==> src/rtl/gpp_pkg.sv <==
/*
  package for the serial voice port: link slot choices, mu-law field layout,
  timing counts and the structs that carry samples and link pins.
  assumes a 100 MHz system clock that oversamples the link data clock.
*/
package gpp_pkg;
  localparam int unsigned CLK_FREQ_HZ = 100000000;
  localparam int unsigned FRAME_RATE_HZ = 8000;
  localparam int unsigned FRAME_CYCLES = CLK_FREQ_HZ / FRAME_RATE_HZ;
  localparam int unsigned WORD_BITS = 8;
  localparam int unsigned SLOT_BITS = 8;
  localparam logic [3:0] BIT_CNT_W0 = 4'h0;
  localparam logic [3:0] LAST_BIT = 4'h7;
  // mu-law field layout, word bit 7 goes out first
  localparam int unsigned SIGN_POS = 7;
  localparam int unsigned CHORD_HI = 6;
  localparam int unsigned CHORD_LO = 4;
  localparam int unsigned STEP_HI = 3;
  localparam int unsigned STEP_LO = 0;
  localparam logic [12:0] MAG_MAX = 13'h1fdf;
  localparam logic [12:0] MAG_BIAS = 13'h0021;
  localparam logic [7:0] MAG_INV_MASK = 8'h7f;
  localparam logic [7:0] IDLE_WORD = 8'hff;
  localparam logic [3:0] POS_HI = 4'hc;

  typedef enum logic [0:0] {
    GPP_SLOT_FIRST = 1'b0,
    GPP_SLOT_SECOND = 1'b1
  } gpp_slot_e;

  typedef struct packed {
    logic clk;
    logic sync;
    logic din;
  } gpp_link_in_s;

  typedef struct packed {
    logic dout;
    logic dout_oe;
  } gpp_link_out_s;

  typedef struct packed {
    logic sign;
    logic [12:0] mag;
  } gpp_sample_s;
endpackage

==> src/rtl/gpp_port.sv <==
/*
  serial voice port on a bearer-slot link: one 8-bit word each way per frame,
  mu-law encoded transmit data, received word out with a strobe.
  assumes the controller drives link clock and frame sync, both sampled here
  by the 100 MHz system clock after two flip-flops.
*/
// How it works
// - transmit and receive words are 8 bits and share one chosen bearer slot per frame.
// - frame sync is read on a falling edge of the link clock.
// - in the first slot, sync rising with clock low drives the first bit at the next clock rise.
// - in the first slot, sync rising with clock high drives the first bit at once.
// - later bits change on rising edges of the link clock.
// - output is released on the second falling edge inside the last bit.
// - input bits are taken on rising edges of the link clock.
// - the sign bit is 0 for negative samples and coding is symmetric.
// - all seven magnitude bits are inverted on the line.
// - the word is sign, three chord bits and four step bits.
module gpp_port (
  input wire logic clk_sys_in,
  input wire logic arst_n_in,
  input wire gpp_pkg::gpp_link_in_s link_in,
  output gpp_pkg::gpp_link_out_s link_out,
  input wire gpp_pkg::gpp_slot_e slot_sel_in,
  input wire gpp_pkg::gpp_sample_s tx_sample_in,
  input wire logic tx_load_in,
  output logic [7:0] rx_word_out,
  output logic rx_valid_out,
  output logic frame_out
);
  typedef enum logic [1:0] {
    GPP_IDLE = 2'b00,
    GPP_WAIT = 2'b01,
    GPP_XFER = 2'b10
  } gpp_state_e;

  // two-flop synchronisers, one per link pin; the third flop only feeds edge detection
  logic [2:0] pins;
  logic [2:0] sync_q;
  logic [2:0] prev_q;
  logic link_data_clock;
  logic frame_sync_pulse;
  logic din;
  logic dcl_rise;
  logic dcl_fall;
  logic fsc_rise;

  assign pins = {link_in.clk, link_in.sync, link_in.din};

  for (genvar g = 0; g < 3; g++) begin : g_pin_sync
    logic meta;
    logic stable;
    logic last;
    logic next_meta;
    logic next_stable;
    logic next_last;

    always_comb begin
      next_meta = pins[g];
      next_stable = meta;
      next_last = stable;
    end

    always_ff @(posedge clk_sys_in or negedge arst_n_in) begin
      if (!arst_n_in) begin
        meta <= 1'b0;
        stable <= 1'b0;
        last <= 1'b0;
      end else begin
        meta <= next_meta;
        stable <= next_stable;
        last <= next_last;
      end
    end

    assign sync_q[g] = stable;
    assign prev_q[g] = last;
  end

  assign link_data_clock = sync_q[2];
  assign frame_sync_pulse = sync_q[1];
  assign din = sync_q[0];
  assign dcl_rise = link_data_clock & ~prev_q[2];
  assign dcl_fall = ~link_data_clock & prev_q[2];
  assign fsc_rise = frame_sync_pulse & ~prev_q[1];

  logic [7:0] tx_code;
  gpp_mulaw_enc u_enc (
    .clk_sys_in(clk_sys_in),
    .arst_n_in(arst_n_in),
    .load_in(tx_load_in),
    .sample_in(tx_sample_in),
    .code_out(tx_code)
  );

  gpp_state_e state;
  gpp_state_e next_state;
  logic [3:0] bit_cnt;
  logic [3:0] next_bit_cnt;
  logic [1:0] fall_cnt;
  logic [1:0] next_fall_cnt;
  logic [1:0] half_cnt;
  logic [1:0] next_half_cnt;
  logic [3:0] skip_cnt;
  logic [3:0] next_skip_cnt;
  logic [7:0] tx_sh;
  logic [7:0] next_tx_sh;
  logic [7:0] rx_sh;
  logic [7:0] next_rx_sh;
  logic [7:0] rx_word;
  logic [7:0] next_rx_word;
  logic rx_valid;
  logic next_rx_valid;
  logic dout;
  logic next_dout;
  logic oe;
  logic next_oe;
  logic frame;
  logic next_frame;
  logic fsc_armed;
  logic next_fsc_armed;
  logic [3:0] rx_cnt;
  logic [3:0] next_rx_cnt;
  logic rx_take;

  // each data bit spans two link clock periods in this timing mode
  always_comb begin
    next_state = state;
    next_bit_cnt = bit_cnt;
    next_fall_cnt = fall_cnt;
    next_half_cnt = half_cnt;
    next_skip_cnt = skip_cnt;
    next_tx_sh = tx_sh;
    next_dout = dout;
    next_oe = oe;
    case (state)
      GPP_IDLE: begin
        next_oe = 1'b0;
        if (fsc_rise) begin
          next_bit_cnt = gpp_pkg::BIT_CNT_W0;
          next_half_cnt = 2'h0;
          next_fall_cnt = 2'h0;
          // second slot waits one full word of bit periods
          next_skip_cnt = (slot_sel_in == gpp_pkg::GPP_SLOT_SECOND) ?
            4'(gpp_pkg::SLOT_BITS) : 4'h0;
          next_tx_sh = tx_code;
          if (slot_sel_in == gpp_pkg::GPP_SLOT_SECOND) begin
            // a clock already high counts as the first rise of the wait
            next_half_cnt = link_data_clock ? 2'h1 : 2'h0;
            next_state = GPP_WAIT;
          end else if (link_data_clock) begin
            next_oe = 1'b1;
            next_dout = tx_code[gpp_pkg::SIGN_POS];
            next_tx_sh = {tx_code[6:0], 1'b0};
            next_half_cnt = 2'h1;
            next_state = GPP_XFER;
          end else begin
            next_state = GPP_XFER;
          end
        end
      end
      GPP_WAIT: begin
        if (dcl_rise) begin
          next_half_cnt = half_cnt + 2'h1;
          if (half_cnt == 2'h1) begin
            next_half_cnt = 2'h0;
            next_skip_cnt = skip_cnt - 4'h1;
          end
        end
        if (skip_cnt == 4'h0) begin
          next_state = GPP_XFER;
        end
      end
      GPP_XFER: begin
        if (dcl_rise) begin
          // output changes on the first rise of each bit period
          if (half_cnt == 2'h0 || half_cnt == 2'h2) begin
            next_oe = 1'b1;
            next_dout = tx_sh[gpp_pkg::SIGN_POS];
            next_tx_sh = {tx_sh[6:0], 1'b0};
            next_half_cnt = 2'h1;
            if (half_cnt == 2'h2) begin
              next_bit_cnt = bit_cnt + 4'h1;
            end
          end else begin
            // the receive group takes the input on this rise
            next_half_cnt = 2'h2;
          end
        end
        // both falls of the last bit period are counted, the rise between keeps the count
        if (dcl_fall && bit_cnt == gpp_pkg::LAST_BIT && oe) begin
          next_fall_cnt = fall_cnt + 2'h1;
          if (fall_cnt == 2'h1) begin
            next_oe = 1'b0;
            next_state = GPP_IDLE;
          end
        end
      end
      default: begin
        next_state = GPP_IDLE;
        next_oe = 1'b0;
      end
    endcase
  end

  always_ff @(posedge clk_sys_in or negedge arst_n_in) begin
    if (!arst_n_in) begin
      state <= GPP_IDLE;
      bit_cnt <= gpp_pkg::BIT_CNT_W0;
      fall_cnt <= 2'h0;
      half_cnt <= 2'h0;
      skip_cnt <= 4'h0;
      tx_sh <= gpp_pkg::IDLE_WORD;
      dout <= 1'b1;
      oe <= 1'b0;
    end else begin
      state <= next_state;
      bit_cnt <= next_bit_cnt;
      fall_cnt <= next_fall_cnt;
      half_cnt <= next_half_cnt;
      skip_cnt <= next_skip_cnt;
      tx_sh <= next_tx_sh;
      dout <= next_dout;
      oe <= next_oe;
    end
  end

  // receive shifter, fed on the second rise of each bit period
  assign rx_take = (state == GPP_XFER) && dcl_rise && (half_cnt == 2'h1);

  always_comb begin
    next_rx_sh = rx_sh;
    next_rx_cnt = rx_cnt;
    next_rx_word = rx_word;
    next_rx_valid = 1'b0;
    if (state == GPP_IDLE && fsc_rise) begin
      next_rx_cnt = gpp_pkg::BIT_CNT_W0;
    end
    if (rx_take) begin
      next_rx_sh = {rx_sh[6:0], din};
      next_rx_cnt = rx_cnt + 4'h1;
      // word and strobe leave together so the word is never seen half shifted
      if (rx_cnt == gpp_pkg::LAST_BIT) begin
        next_rx_word = {rx_sh[6:0], din};
        next_rx_valid = 1'b1;
      end
    end
  end

  always_ff @(posedge clk_sys_in or negedge arst_n_in) begin
    if (!arst_n_in) begin
      rx_sh <= 8'h00;
      rx_word <= gpp_pkg::IDLE_WORD;
      rx_valid <= 1'b0;
      rx_cnt <= gpp_pkg::BIT_CNT_W0;
    end else begin
      rx_sh <= next_rx_sh;
      rx_word <= next_rx_word;
      rx_valid <= next_rx_valid;
      rx_cnt <= next_rx_cnt;
    end
  end

  // frame start is confirmed when sync is seen high at a falling edge
  always_comb begin
    next_fsc_armed = fsc_armed;
    next_frame = 1'b0;
    if (dcl_fall && frame_sync_pulse && fsc_armed) begin
      next_fsc_armed = 1'b0;
      next_frame = 1'b1;
    end
    // a new sync rise wins over a confirm in the same cycle
    if (fsc_rise) begin
      next_fsc_armed = 1'b1;
    end
  end

  always_ff @(posedge clk_sys_in or negedge arst_n_in) begin
    if (!arst_n_in) begin
      fsc_armed <= 1'b0;
      frame <= 1'b0;
    end else begin
      fsc_armed <= next_fsc_armed;
      frame <= next_frame;
    end
  end

  assign link_out.dout = dout;
  assign link_out.dout_oe = oe;
  assign rx_word_out = rx_word;
  assign rx_valid_out = rx_valid;
  assign frame_out = frame;
endmodule

==> src/rtl/gpp_mulaw_enc.sv <==
/*
  mu-law encoder: sign-magnitude sample in, registered 8-bit code out.
  assumes sample is stable for one cycle while load_in is high.
*/
module gpp_mulaw_enc (
  input wire logic clk_sys_in,
  input wire logic arst_n_in,
  input wire logic load_in,
  input wire gpp_pkg::gpp_sample_s sample_in,
  output logic [7:0] code_out
);
  logic [7:0] code;
  logic [7:0] next_code;
  logic [13:0] biased;
  logic [2:0] chord;
  logic [3:0] step;

  always_comb begin
    biased = {1'b0, sample_in.mag} + {1'b0, gpp_pkg::MAG_BIAS};
    // clip so the biased value stays below bit 13 and lands in the top step
    if (sample_in.mag >= gpp_pkg::MAG_MAX) begin
      biased = {1'b0, gpp_pkg::MAG_MAX} + {1'b0, gpp_pkg::MAG_BIAS} - 14'h0001;
    end
    chord = 3'h0;
    for (int i = 5; i <= 12; i++) begin
      if (biased[i]) begin
        chord = 3'(i - 5);
      end
    end
    // shift amount kept 4 bits wide so the top chord does not wrap to zero
    step = 4'(biased >> (4'(chord) + 4'h1));
    next_code = code;
    if (load_in) begin
      // sign 1 for positive, magnitude inverted, chords double step size
      next_code = {sample_in.sign, chord, step} ^ gpp_pkg::MAG_INV_MASK;
    end
  end

  always_ff @(posedge clk_sys_in or negedge arst_n_in) begin
    if (!arst_n_in) begin
      code <= gpp_pkg::IDLE_WORD;
    end else begin
      code <= next_code;
    end
  end

  assign code_out = code;
endmodule

==> config.mk <==
export PLATFORM = sky130hd
export DESIGN_NAME = gpp_port
export DESIGN_NICKNAME = d
export VERILOG_FILES = /design/src/rtl/gpp_pkg.sv /design/src/rtl/gpp_port.sv /design/src/rtl/gpp_mulaw_enc.sv
export SDC_FILE = /design/constraint.sdc
export NUM_CORES = 1
export LEC_CHECK = 0
export ABC_AREA = 1
export BUFFER_PORTS_ARGS = -buffer_cell sky130_fd_sc_hd__buf_2
export CAP_MARGIN = 20
export CORE_AREA = 3 3 73 103
export DETAILED_ROUTE_END_ITERATION = 10
export DIE_AREA = 0 0 76 106
export PLACE_DENSITY_LB_ADDON = 0.15
export SKIP_CTS_REPAIR_TIMING = 1
export SLEW_MARGIN = 20
export SYNTH_ARGS = -nofsm -noshare
export SYNTH_HDL_FRONTEND = slang
export SYNTH_SLANG_ARGS = --single-unit
==> constraint.sdc <==
create_clock -name clk_sys_in -period 1.7 [get_ports clk_sys_in]
set_input_delay 0.085 -clock clk_sys_in [delete_from_list [all_inputs] [get_ports clk_sys_in]]
set_output_delay 0.085 -clock clk_sys_in [all_outputs]
set_load 0.05 [all_outputs]
# Word-level counts from Yosys, hierarchy flattened
# Cells that the tools add are included.
# totals
register_bits,62
output_inout_bits,12
word_cells,142
# classes
addsub,7
n_lt_le_gt_ge,1
eq_ne,18
n_shift,1
n_mux,61
bitwise_logic,7
n_reduce_logical,24
# op_table
operator,count
4-bit 2-to-1 mux,10
8-bit 2-to-1 mux,5
2-bit 2-to-1 mux,14
"2-bit inequality test, second input constant",11
1-bit 2-to-1 mux,19
4-bit case mux with 2 select lines,2
8-bit case mux with 2 select lines,1
4-bit AND reduction,4
"13-bit by 6-bit adder with 14-bit output, second input constant",1
14-bit 2-to-1 mux,1
14-bit by 4-bit right shift with 4-bit output,1
"13-bit >= comparator, second input constant",1
3-bit 2-to-1 mux,4
2-bit case mux with 3 select lines,2
"4-bit by 1-bit adder with 4-bit output, second input constant",2
"4-bit by 3-bit equality test with 1-bit output, second input constant",2
2-bit nonzero test,4
1-bit logical AND,7
7-bit inverter,1
"2-bit by 1-bit equality test with 1-bit output, second input constant",3
6-bit AND reduction,1
5-bit AND reduction,1
"2-bit by 1-bit adder with 2-bit output, second input constant",2
"3-bit by 1-bit adder with 4-bit output, second input constant",1
13 further kinds,19

# Depth between registers and ports, before layout
# depth
depth_word,12
ltp_mapped,19

# Cells and area by module
# Synthesis repeated with hierarchy kept, for this count alone.
# hier_totals
hier_cells,506
area_unflattened_um2,3826.2
# by_module_without_submodules
module,n_inst,cells_each,area_each_um2
gpp_port,1,302,2636.3
gpp_mulaw_enc,1,204,1189.9

# Worst setup path before layout
# OpenSTA, ideal clock, no wires.
# synth_timing
path_kind,register to register
startpoint,reg state[0]
endpoint,reg rx_word[7] (netlist: rx_word_out[7])
setup_ns,0.079
t_arrival_ns,1.730
required_ns,1.621
slack_ns,-0.109
path_stages_with_launch,10
path_buffers,1
path_cell_list,dfrtp_1 inv_1 ha_1 clkinv_1 nor2_4 inv_1 nor3_4 inv_1 buf_2 o21ai_0
# synth_between
elab_chain_cells,4
# synth_lines
item,line_no,rtl
from (decl),gpp_port.sv:95,gpp_state_e state;
from (signal assigned),gpp_port.sv:216,state <= next_state;
2-bit equality test,gpp_port.sv:228,assign rx_take = (state == GPP_XFER) && dcl_rise && (half_cnt == 2'h1);
1-bit logical AND (2 in series),gpp_port.sv:228,
2-bit AND reduction (no source line),n/a,
to (signal assigned),gpp_port.sv:252,rx_word <= gpp_pkg::IDLE_WORD;
to (signal assigned),gpp_port.sv:257,rx_word <= next_rx_word;
to (decl),gpp_port.sv:109,logic [7:0] rx_word;
# No other way between the ends.
# A chain may end at the register's enable or synchronous reset.

# Worst setup path after layout
# layout_timing
startpoint,reg state[0]
endpoint,reg rx_word[4] (netlist: rx_word_out[4])
# Same word-level chain as after synthesis.

==> impl_metrics.tcl <==
set metrics [dict create \
    status "finished, violations left" \
    violations "negative hold slack, negative setup slack" \
    htree_levels 3 \
    holdWs_ns -0.000900 \
    ys_ff_latch 62 \
    critical_path_class "flop to flop" \
    syn_to_final_growth_pct 32.2 \
    final_area_sq_um 4710 \
    max_clock_freq_mhz 570 \
    worst_slack_ns -0.0542 \
    worstPathCellList "inv_2 -> ha_4 -> inv_6 -> nor2_4 -> inv_2 -> nor3_4 -> buf_6 -> clkinvlp_4 -> buf_6 -> o21ai_2" \
    total_leakage_power_nw 2.26 \
    cts.sinks 62 \
    die_w_um 76 \
    avgSynthCellArea_sq_um 7.78 \
    start_util 0.539 \
    slew_headroom 0.673 \
    wl_met2_um 4490 \
    cts_tree "done" \
    cp-start-kind "flop" \
    synth_area_sq_um 3560 \
    post_dp_cell_area_sq_um 4150 \
    track_usage 0.212 \
    grt_max_degree 63 \
    fp.dieH_um 106 \
    wl_met3_um 259 \
    grt_pass1_vias 3253 \
    endpoint_kind "flop" \
    dp_hpwl_um 5910 \
    peakVddDrop_mv 0.633 \
    path_max_fanout 8 \
    synth_nets 488 \
    syn_inst 458 \
    wire_per_inst_um 12.8 \
    layout.nets 583 \
    max_stage_delay_ns 0.41 \
    crit_arrival_ns 2.02 \
    antenna_found_initial 0 \
    wl_um 8320 \
    root_buffer "clkbuf_8" \
    setup_violations 12 \
    die_area_sq_um 8060 \
    clock_path_buffers 2 \
    n_antenna_cell 0 \
    dp_cells 618 \
    stdcell_count 650 \
    required_ns 1.97 \
    synth_edf_count 0 \
    finalHoldViolCount 2 \
    synth_flop_cell "dfrtp_1" \
    io_buffers 32 \
    grt_overflow 0 \
    core-area_sq_um 6610 \
    synth_seq_area_share 0.444 \
    drive_above_1_share 0.391 \
    slowest_stage "dfrtp_1" \
    fin_crit_sh 1.03 \
    grt_setup_unrepaired "yes" \
    cts_made_buffers 9 \
    maxSlewViolCount 0 \
    ioPinCount 33 \
    clk_pin_slew_worst_paths_ns 0.07 \
    max-cap-violations 0 \
    drt_iter0_drc 140 \
    clkLatencyLatePin_ns 0.34 \
    via_per_inst 5.18 \
    period_minus_slack_ns 1.75 \
    final_util 0.713 \
    p_per_area_nw_per_um2 1280 \
    place_ws_ns -0.219 \
    ys_warn_count 0 \
    finalClockSkew_ns 0.0133 \
    async_reset_ff_frac 1.00 \
    ant_nets 0 \
    gp_congestion 0.914 \
    hold_class "input pin to flop" \
    worst_slew_pin_slew_ns 0.488 \
    synth_cell_type_count 37 \
    drt-met1-wl_um 3400 \
    grt_pass1_wl_um 13900 \
    drt_first_pass_iters 4 \
    nFillCells 533 \
    drc 0 \
    rows 35 \
    top_layer "met4" \
    num_vias 3368 \
]
[worst max-delay path, delay by kind of cell (launching register included)]
| family | cells | cell delay, ns |
|---|---|---|
| buffers and inverters | 6 | 0.58 |
| DFF | 1 | 0.41 |
| and+or+nand+nor | 2 | 0.39 |
| adders and majority gates | 1 | 0.18 |
| AOI/OAI and AO/OA | 1 | 0.11 |
[layout by cell type (no fill, tap or decap), types with 5 or more instances in the layout]
master	n
o22ai_1	5
o211ai_1	5
nand3_1	38
clkbuf_8	10
inv_1	46
inv_2	8
buf_2	32
ha_1	5
o21ai_1	6
nand2_2	26
dfrtp_1	36
nor2_1	32
a21oi_1	19
o21ai_0	32
nor2_2	9
buf_4	50
dfstp_2	25
dlygate4sd3_1	5
nand2_1	93
nor2_4	5
o21ai_2	11
nand3_2	9
[metrics by stage]
step,hold WS [ns],setup TNS (ns),total power (W)
floorplan,-0.211,0,0.00335
global placement,0.116,-0.749,0.00411
detailed placement,0.113,-1.46,0.00418
CTS,-0.256,-1.34,0.00564
global route,0.0158,-2.41,0.00649
finish,-0.000900,-0.385,0.00605
[metal layers]
layer / GRT usage / vias up
li1: - / 1694
met1: 0.233 / 1587
met2: 0.399 / 67
met3: 0.0407 / 20
met4: 0.0816 / 0
met5: 0 / -
[power by group]
group / switching [W] / leakage (nW) / internal, W
sequential: 0.000205 / 0.739 / 0.00187
clock: 0.000550 / 0.110 / 0.000862
combinational: 0.00144 / 1.41 / 0.00112
total: 0.00219 / 2.26 / 0.00386
[worst paths after layout]
path / from / to / slack, ns / cells after the start
worst max-delay path: state[0] / rx_word_out[4] / -0.05 / 10
worst min-delay path: tx_load_in / u_enc.code_out[4] / -0.0009 / 2
worst max register to register: state[0] / rx_word_out[4] / -0.05 / 10
worst min register to register: g_pin_sync[1].meta / frame_sync_pulse / 0.36 / 0
max in group asynchronous: arst_n_in / u_enc.code_out[3] / 1.11 / 3
min in group asynchronous: arst_n_in / rx_sh[6] / 0.28 / 3
[cells by family after synthesis]
family                     Yosys count  synth area share
buffers and inverters               67            0.0751
xor gates and xnor gates             3           0.00737
DFF                                 62             0.444
adders and majority gates            9            0.0316
AOI/OAI and AO/OA                   90             0.137
muxes                                1           0.00281
and+or+nand+nor                    226             0.302
[cells in the mapped netlist (4+ instances only)]
master,count,area [sq um]
nand2_1,109,409
inv_1,52,195
o21ai_0,49,245
nand3_1,40,200
nor2_1,40,150
dfrtp_1,37,926
dfstp_2,25,657
a21oi_1,23,115
nand2_2,11,68.8
ha_1,9,113
nand3_2,7,70.1
o211ai_1,5,37.5
o22ai_1,5,31.3
clkbuf_1,4,15.0
inv_2,4,15.0
nor2_4,4,45.0
[state kept, by name (all words and copies together) (netlist names), 2 cells and up]
register	cells
bit_cnt	4
fall_cnt	2
g_pin_sync.last	2
g_pin_sync.meta	3
half_cnt	2
rx_cnt	4
rx_sh	7
rx_word_out	8
skip_cnt	4
state	2
tx_sh	8
u_enc.code_out	8
[area by class of cell]
type                    count  area (sq um)  area share
inverters                  58           229      0.0486
well taps                  92           115      0.0244
repair inverters            1          7.51     0.00159
flip-flops and latches     62          1580       0.336
repair buffers             92           659       0.140
clock inverters             4          70.1      0.0149
clock buffers              12           145      0.0308
multi-input cells         329          1900       0.404
(Power assumes the default switching activity.)
